<file path="src/pkg/mai_pkg.sv">
// =====================================================================
// Package
// Register map, field layout and carrier types of the interrupt block
package mai_pkg;

  // Number of axes on the card
  localparam int unsigned NUM_AXES = 4;

  // =====================================================================
  // Register map (byte addresses)
  // Each axis owns a block of four words
  localparam logic [7:0] AXIS_STRIDE      = 8'h10;
  localparam logic [7:0] OFS_STOP_CAUSE   = 8'h00; // stop_cause_status
  localparam logic [7:0] OFS_MOTION_PROG  = 8'h04; // motion_progress_status
  localparam logic [7:0] OFS_FACTOR_MASK  = 8'h08; // factor mask
  localparam logic [7:0] OFS_INT_TYPE     = 8'h0c; // interrupt type
  localparam logic [7:0] OFS_SERVICE_CTRL = 8'h40; // service enable
  localparam logic [7:0] OFS_CARD_REQ     = 8'h44; // card request flag
  localparam logic [7:0] AXIS_SPAN        = 8'h40; // axis blocks end

  // =====================================================================
  // Field positions
  localparam int unsigned SVC_FLAG_BIT      = 0;
  localparam int unsigned CARD_REQ_BIT      = 0;
  localparam int unsigned TYPE_STOP_BIT     = 0; // value 0x1
  localparam int unsigned TYPE_PROG_BIT     = 1; // value 0x2
  localparam int unsigned PROG_CNT_LATCH    = 14;

  // Stop cause word bits
  localparam int unsigned STOP_SOFT_POS     = 0;
  localparam int unsigned STOP_SOFT_NEG     = 1;
  localparam int unsigned STOP_GEN_CMP      = 3;
  localparam int unsigned STOP_END_POS      = 5;
  localparam int unsigned STOP_END_NEG      = 6;
  localparam int unsigned STOP_SERVO_ALARM  = 7;
  localparam int unsigned STOP_SYNC_STOP    = 8;
  localparam int unsigned STOP_EMERGENCY    = 9;
  localparam int unsigned STOP_SLOW_DOWN    = 10;
  localparam int unsigned STOP_INTERP_ERR   = 12;
  localparam int unsigned STOP_GROUP_STOP   = 13;
  localparam int unsigned STOP_PULSE_OVF    = 14;
  localparam int unsigned STOP_INTERP_OVF   = 15;
  localparam int unsigned STOP_ENC_ERR      = 16;
  localparam int unsigned STOP_PULSE_ERR    = 17;
  localparam int unsigned STOP_AXIS_STOP    = 31;

  // Implemented bits of each word; reserved bits read as zero
  localparam logic [31:0] STOP_VALID_BITS   = 32'h8003_f7eb;
  localparam logic [31:0] PROG_VALID_BITS   = 32'h0009_d8f7;

  // =====================================================================
  // Reset values
  localparam logic [31:0] RST_STATUS        = 32'h0000_0000;
  localparam logic [31:0] RST_FACTOR_MASK   = 32'h0000_0000;
  localparam logic        RST_SVC_FLAG      = 1'b0;

  // AHB transfer type
  localparam logic [1:0]  HTRANS_NONSEQ     = 2'b10;

  // =====================================================================
  // Carrier: one-cycle event pulses of one axis
  typedef struct packed {
    logic [31:0] stopCause;  // Abnormal stop causes
    logic [31:0] progress;   // Normal motion and comparator events
  } mai_axis_evt_t;

  // Carrier: per-axis interrupt view
  typedef struct packed {
    logic [1:0] intType;     // Pending word indicator
  } mai_axis_view_t;

endpackage : mai_pkg

</file>
<file path="src/design/mai_axis_int.sv">
// Added by the designer: the AHB-Lite slave port and the placing of the registers.
`timescale 1ns/10ps
// Function
// Interrupt request raised only while the service flag is enabled
// Each axis keeps separate stop-cause and progress words
// Progress events request interrupts only where the factor mask is set
// Stop causes always request when service is enabled, never masked
// Stop word bit 0 positive, bit 1 negative software limit
// Stop word bit 3 general comparator stop
// Stop bits 5,6 end limits, bit 7 servo alarm
// Stop bit 8 sync stop input, bit 9 emergency stop input
// Stop bit 10 slow-down input decelerated to stop
// Stop bit 12 interpolation error, bit 13 group axis stopped
// Stop bit 14 pulse buffer overflow, bit 15 interp counter overflow
// Stop bits 16,17 signal errors, bit 31 axis stop; rest reserved
// Progress bits 0,1,2 and 4 to 7 motion events
// Progress bit 11 general, bit 12 trigger comparator match
// Progress bit 14 counter latch axes 2,3 only; bit 15 origin latch
// Progress bit 16 slow-down on, bit 19 sync start; 20-31 reserved
// Host sets factor mask 0x01 for normal stop before enabling
// Per-card request flag lets host recognise its own request
// Per-axis type: 0x1 stop word pending, 0x2 progress pending
// Sources kept separately for each of four axes
// Status bits hold until word read, then clear; request then drops
// Request is OR of stop bits and masked progress bits, gated
module mai_axis_int (
  // Clock and reset
  input  wire logic                 clock,
  input  wire logic                 resetn,
  // AHB-Lite slave
  input  wire logic                 hsel,
  input  wire logic [31:0]          haddr,
  input  wire logic [1:0]           htrans,
  input  wire logic                 hwrite,
  input  wire logic [2:0]           hsize,
  input  wire logic [31:0]          hwdata,
  input  wire logic                 hready,
  output logic                      hreadyout,
  output logic [31:0]               hrdata,
  output logic                      hresp,
  // Event pulses from the motion core, per axis
  input  wire mai_pkg::mai_axis_evt_t [mai_pkg::NUM_AXES-1:0] axisEvt,
  // Interrupt request toward the host
  output logic                      intRequest,
  output mai_pkg::mai_axis_view_t [mai_pkg::NUM_AXES-1:0] axisView
);

  // =====================================================================
  // Declarations
  logic [31:0] stopWord   [mai_pkg::NUM_AXES];
  logic [31:0] progWord   [mai_pkg::NUM_AXES];
  logic [31:0] factorMask [mai_pkg::NUM_AXES];
  logic [mai_pkg::NUM_AXES-1:0] stopPend;
  logic [mai_pkg::NUM_AXES-1:0] progPend;
  logic [mai_pkg::NUM_AXES-1:0] maskedPend;
  logic [mai_pkg::NUM_AXES-1:0] stopRead;
  logic [mai_pkg::NUM_AXES-1:0] progRead;
  logic [mai_pkg::NUM_AXES-1:0] maskWrite;
  logic        interrupt_service_flag;
  logic        addrPhase;
  logic        wrPending;
  logic [7:0]  wrAddr;
  logic [7:0]  rdAddr;
  logic [31:0] next_hrdata;
  logic        next_request;

  // =====================================================================
  // Bus address phase
  assign addrPhase = hsel & hready & (htrans == mai_pkg::HTRANS_NONSEQ);
  assign rdAddr    = haddr[7:0];
  assign hreadyout = 1'b1;
  assign hresp     = 1'b0;

  // Latch write address for the data phase
  always_ff @(posedge clock) begin
    if (!resetn) begin
      wrPending <= 1'b0;
      wrAddr    <= 8'h00;
    end else begin
      wrPending <= addrPhase & hwrite & (haddr[31:8] == 24'h00_0000);
      wrAddr    <= haddr[7:0];
    end
  end

  // =====================================================================
  // Per-axis status words
  genvar ax;
  generate
    for (ax = 0; ax < mai_pkg::NUM_AXES; ax++) begin : g_axis
      localparam logic [7:0] BASE = 8'(ax * 16);
      logic [31:0] stopValid;
      logic [31:0] progValid;

      // soft limits
      // comparator stop
      // limits and alarm
      // external stops
      // slow-down stop
      // interpolation stops
      // overflow stops
      // errors, reserved zero
      assign stopValid = mai_pkg::STOP_VALID_BITS;
      // latch axes 2,3
      // motion events
      // comparator events
      // inputs, reserved zero
      assign progValid = (ax >= 2) ? mai_pkg::PROG_VALID_BITS :
        (mai_pkg::PROG_VALID_BITS &
         ~(32'h0000_0001 << mai_pkg::PROG_CNT_LATCH));

      // Read strobes that clear each word, and the factor mask write strobe
      assign stopRead[ax] = addrPhase & ~hwrite &
        (haddr[31:8] == 24'h00_0000) &
        (rdAddr == BASE + mai_pkg::OFS_STOP_CAUSE);
      assign progRead[ax] = addrPhase & ~hwrite &
        (haddr[31:8] == 24'h00_0000) &
        (rdAddr == BASE + mai_pkg::OFS_MOTION_PROG);
      assign maskWrite[ax] = wrPending &
        (wrAddr == BASE + mai_pkg::OFS_FACTOR_MASK);

      // separate words
      // per-axis sources
      // clear on read, set wins
      always_ff @(posedge clock) begin
        if (!resetn) begin
          stopWord[ax] <= mai_pkg::RST_STATUS;
        end else begin
          stopWord[ax] <= (stopRead[ax] ? 32'h0000_0000 : stopWord[ax])
                        | (axisEvt[ax].stopCause & stopValid);
        end
      end

      // clear on read, set wins
      always_ff @(posedge clock) begin
        if (!resetn) begin
          progWord[ax] <= mai_pkg::RST_STATUS;
        end else begin
          progWord[ax] <= (progRead[ax] ? 32'h0000_0000 : progWord[ax])
                        | (axisEvt[ax].progress & progValid);
        end
      end

      // Factor mask written by software
      always_ff @(posedge clock) begin
        if (!resetn) begin
          factorMask[ax] <= mai_pkg::RST_FACTOR_MASK;
        end else if (maskWrite[ax]) begin
          factorMask[ax] <= hwdata & progValid;
        end
      end

      // stop causes unmasked
      assign stopPend[ax]   = |stopWord[ax];
      assign progPend[ax]   = |progWord[ax];
      // factor mask gate
      assign maskedPend[ax] = |(progWord[ax] & factorMask[ax]);

      // type indicator
      always_ff @(posedge clock) begin
        if (!resetn) begin
          axisView[ax].intType <= 2'h0;
        end else begin
          axisView[ax].intType[mai_pkg::TYPE_STOP_BIT] <= stopPend[ax];
          axisView[ax].intType[mai_pkg::TYPE_PROG_BIT] <= progPend[ax];
        end
      end
    end
  endgenerate

  // =====================================================================
  // Service enable flag
  always_ff @(posedge clock) begin
    if (!resetn) begin
      interrupt_service_flag <= mai_pkg::RST_SVC_FLAG;
    end else if (wrPending && wrAddr == mai_pkg::OFS_SERVICE_CTRL) begin
      interrupt_service_flag <= hwdata[mai_pkg::SVC_FLAG_BIT];
    end
  end

  // =====================================================================
  // Interrupt request
  // service gate
  // OR of all causes
  assign next_request = interrupt_service_flag &
                        (|(stopPend | maskedPend));

  // card request flag
  always_ff @(posedge clock) begin
    if (!resetn) begin
      intRequest <= 1'b0;
    end else begin
      intRequest <= next_request;
    end
  end

  // =====================================================================
  // Read data mux, captured at the address phase
  always_comb begin
    next_hrdata = 32'h0000_0000;
    if (haddr[31:8] == 24'h00_0000) begin
      if (rdAddr < mai_pkg::AXIS_SPAN) begin
        case (rdAddr[3:0])
          mai_pkg::OFS_STOP_CAUSE[3:0]: begin
            next_hrdata = stopWord[rdAddr[5:4]];
          end
          mai_pkg::OFS_MOTION_PROG[3:0]: begin
            next_hrdata = progWord[rdAddr[5:4]];
          end
          mai_pkg::OFS_FACTOR_MASK[3:0]: begin
            // Bypass a mask write still in its data phase
            if (wrPending && wrAddr == rdAddr) begin
              next_hrdata = hwdata & (rdAddr[5] ? mai_pkg::PROG_VALID_BITS
                : (mai_pkg::PROG_VALID_BITS &
                   ~(32'h0000_0001 << mai_pkg::PROG_CNT_LATCH)));
            end else begin
              next_hrdata = factorMask[rdAddr[5:4]];
            end
          end
          mai_pkg::OFS_INT_TYPE[3:0]: begin
            next_hrdata = {30'h0000_0000, progPend[rdAddr[5:4]],
                           stopPend[rdAddr[5:4]]};
          end
          default: begin
            next_hrdata = 32'h0000_0000;
          end
        endcase
      end else if (rdAddr == mai_pkg::OFS_SERVICE_CTRL) begin
        if (wrPending && wrAddr == rdAddr) begin
          next_hrdata = {31'h0000_0000, hwdata[mai_pkg::SVC_FLAG_BIT]};
        end else begin
          next_hrdata = {31'h0000_0000, interrupt_service_flag};
        end
      end else if (rdAddr == mai_pkg::OFS_CARD_REQ) begin
        // card request readback
        next_hrdata = {31'h0000_0000, intRequest};
      end
    end
  end

  // Read data register, valid during the data phase
  always_ff @(posedge clock) begin
    if (!resetn) begin
      hrdata <= 32'h0000_0000;
    end else if (addrPhase && !hwrite) begin
      hrdata <= next_hrdata;
    end
  end

endmodule : mai_axis_int

</file>
<file path="config.mk">
export PLATFORM = sky130hd
export DESIGN_NAME = mai_axis_int
export DESIGN_NICKNAME = d
export VERILOG_FILES = /design/src/pkg/mai_pkg.sv /design/src/design/mai_axis_int.sv
export SDC_FILE = /design/constraint.sdc
export NUM_CORES = 1
export LEC_CHECK = 0
export BUFFER_PORTS_ARGS = -buffer_cell sky130_fd_sc_hd__clkbuf_2
export CAP_MARGIN = 25
export CORE_AREA = 2 2 144 146
export CTS_CLUSTER_DIAMETER = 50
export DETAILED_ROUTE_END_ITERATION = 12
export DIE_AREA = 0 0 146 148
export GPL_TIMING_DRIVEN = 0
export PLACE_DENSITY = 0.86
export SLEW_MARGIN = 30
export SYNTH_ARGS = -nofsm -noshare
export SYNTH_HDL_FRONTEND = slang
export SYNTH_SLANG_ARGS = --single-unit
</file>
<file path="constraint.sdc">
create_clock -name clock -period 3.2 [get_ports clock]
set_input_delay 0.16 -clock clock [delete_from_list [all_inputs] [get_ports clock]]
set_output_delay 0.16 -clock clock [all_outputs]
set_load 0.02 [all_outputs]
</file>
==> metrics.yaml <==
pwr:
  combPwrFrac_pct: 12.0
  power.net_switching_w: 0.00172
  ir_drop_uv: 448
  p_int_w: 0.00488
  total_leakage_power_nw: 5.13
  powerDensity_mw_per_mm2: 535
  switching_share_pct: 26.1
  clock_power_share_pct: 43.2
  seqPwrFrac_pct: 44.8
timing:
  final.period_utilization_pct: 75.0
  relSlewSlack_pct: 51.5
  finalMaxSlewViolations: 0
  fin_crit_ns: 2.40
  tns_ns: 0
  skew_ns: 0.0224
  fmax_ghz: 0.417
  rsz0062_at_grt: "no"
  worst_pin_slew_ns: 0.727
  setup_slack_ns: 0.799
  hold_viol: 0
  setup_viol: 0
cells_and_area:
  fillers: 1595
  syn2layout_area_growth_pct: 38.6
  seqCellArea_mm2: 0.00456
  design_area_mm2: 0.0123
  final_cell_count_no_fill: 1504
  drive_gt1_share_pct: 26.0
  final_common_cell: "clkbuf_2"
  multi_input_area_mm2: 0.00403
  mostFrequentLayoutCells: "clkbuf_2 (191), dfxtp_1 (153), nor2_1 (138)"
  nNetsFinal: 1547
min_path:
  holdCritPathClass: "input port to flip-flop"
status:
  status: "complete, no violations"
critical_path:
  crit_slowest_cell: "dfxtp_1"
  ff2ff_setup_slack_ns: 0.80
  crit_chain: "xnor2_1 > nand3_1 > nor3_4 > buf_4 > mux2i_1 > o221ai_1 > and3_1"
  critPathArrivalTime_ns: 2.81
  crit_buf_inv: 1
  cp_top_family: "simple AND/OR/NAND/NOR gates"
  worst_ep_required_time_ns: 3.61
  path_max_fanout: 10
  cp-end-kind: "flip-flop"
  slowest_delay_ns: 0.54
  cp-start-kind: "flip-flop"
  critPathKind: "flip-flop to flip-flop"
global_route:
  grt_max_degree: 15
  grt_overflow: 0
  grtUsageTotal_pct: 33.0
  antenna_found_initial: 1
  grt_pass1_vias: 9130
  grt_pass1_wl_um: 53700
clocking:
  clock_latency_ns: 0.53
  cts.clk_slew.worst_paths_ns: 0.07
  cts_max_level: 1
  numCtsBuffers: 23
  cts_tree: "yes"
  clkSinkCount: 203
  ctsResizeCount: 0
  cts_root_buffer: "clkbuf_16"
  clk_path_buf_depth: 3
synth:
  ys_types: 46
  yosysWarnings: 0
  synthesis.area_mm2: 0.00890
  synth_seq_cells: 203
  ys_seq_area_share_pct: 51.3
  syn_area_per_cell_um2: 10.3
  syn_inst: 863
route:
  drc_errors: 0
  wl_um: 36600
  vias_per_cell: 6.10
  vias: 9177
  drt_pass1_iterations: 6
  drt.antenna.violating_nets: 0
  post_drt_wl_per_cell_um: 24.4
  drt_iter0_drc: 1302
place:
  dpl.hpwl_um: 24800
  placement.io_buffers: 191
  dp.cells: 1338
  pre_cts_ws_ns: 0.832
  placed_area_mm2: 0.0103
  gp_congestion: 1.01
flow_run:
  drv_cap: 0
floorplan:
  die_h_um: 148
  coreArea_mm2: 0.0200
  start_util_pct: 44.4
  num_io_pins: 373
  design.die.area_mm2: 0.0216
  die_width_um: 146
  rows: 52
-- state kept, by name, indices dropped and copies added, names as in the netlist --
register	cells
stopWord	64
factorMask	50
progWord	50
hrdata	20
axisView	8
wrAddr	8
intRequest	1
interrupt_service_flag	1
wrPending	1
-- metrics by stage --
| step | hold WS (ns) | util (%) | total power, W |
|---|---|---|---|
| after CTS | 0.00175 | 61.6 | 0.00650 |
| final | 0.0137 | 61.6 | 0.00660 |
| after detailed placement | 0.372 | 51.3 | 0.00361 |
| after floorplan | 0.277 | - | 0.00329 |
| after global placement | 0.365 | 51.1 | 0.00359 |
| after global routing | 0.0155 | 61.6 | 0.00673 |
-- final timing paths --
kind,endpoint,from,depth (start not counted)
max reg2reg,hrdata[15],wrAddr[5],7
min,factorMask[3][11],hwdata[16],2
min reg2reg,intRequest,interrupt_service_flag,2
max,hrdata[15],wrAddr[5],7
-- cell usage after synthesis, drive strengths merged --
cell type	count	area share, %
nor3	6	0.52
o211ai	4	0.34
a22oi	16	1.3
o311ai	1	0.098
or3	1	0.070
o31a	1	0.098
nand4b	1	0.098
mux2	2	0.25
a21oi	116	6.5
mux2i	23	2.6
and2	62	4.4
a2111oi	2	0.27
a22o	8	0.79
edfxtp	50	17
conb	2	0.084
nor2b	2	0.14
o32ai	1	0.098
dfxtp	153	34
o221ai	6	0.59
a221oi	8	0.79
nand2b	2	0.14
nor2	138	5.8
o22ai	1	0.070
o311a	2	0.22
a31oi	5	0.35
inv	5	0.21
xnor2	8	0.79
mux4	40	10
or4	2	0.17
and3	13	0.91
buf	37	2.6
nand2	37	1.6
nand3	14	0.79
a211oi	2	0.17
nor4	37	2.8
nand4	16	1.1
clkbuf	29	1.2
or2	2	0.14
o21ai	8	0.45
-- power by group through the flow --
stage          clock, W  combinational (W)  sequential (W)
6_report        0.00285           0.000792         0.00296
5_1_grt         0.00294           0.000834         0.00295
4_1_cts         0.00282           0.000749         0.00293
3_5_place_dp          0           0.000624         0.00299
3_3_place_gp          0           0.000609         0.00298
2_1_floorplan         0           0.000379         0.00291
-- layout make-up --
class	count	area share (%)
buffer	66	2.79
inverter	5	0.152
sequential	203	37.0
tap	270	2.74
clock buffer	26	4.92
timing repair buffer	317	18.0
clock inverter	15	1.69
antenna	1	0.0203
multi-input combinational	601	32.7
-- repair_timing --
item                                   4_1_cts  5_1_grt
endpoints found under the hold margin      127        0
buffers inserted                             0        0
hold buffers                               124        0
-- cell families after synthesis --
logic type / synth area share [%]
xor+xnor: 0.787
compound gates: 12.2
other cells: 0.0844
flops: 51.3
mux: 13.0
simple gates: 18.6
buf+inv: 4.08
-- per-layer routing --
| metal | global-route usage, % | wire [um] | vias up |
|---|---|---|---|
| li1 | - | - | 3860 |
| met1 | 39.5 | 12800 | 4229 |
| met2 | 54.9 | 16400 | 848 |
| met3 | 8.80 | 4810 | 240 |
| met4 | 17.6 | 2600 | 0 |
| met5 | 0 | 0 | - |
No activity file was read; power rests on OpenSTA's default activity.
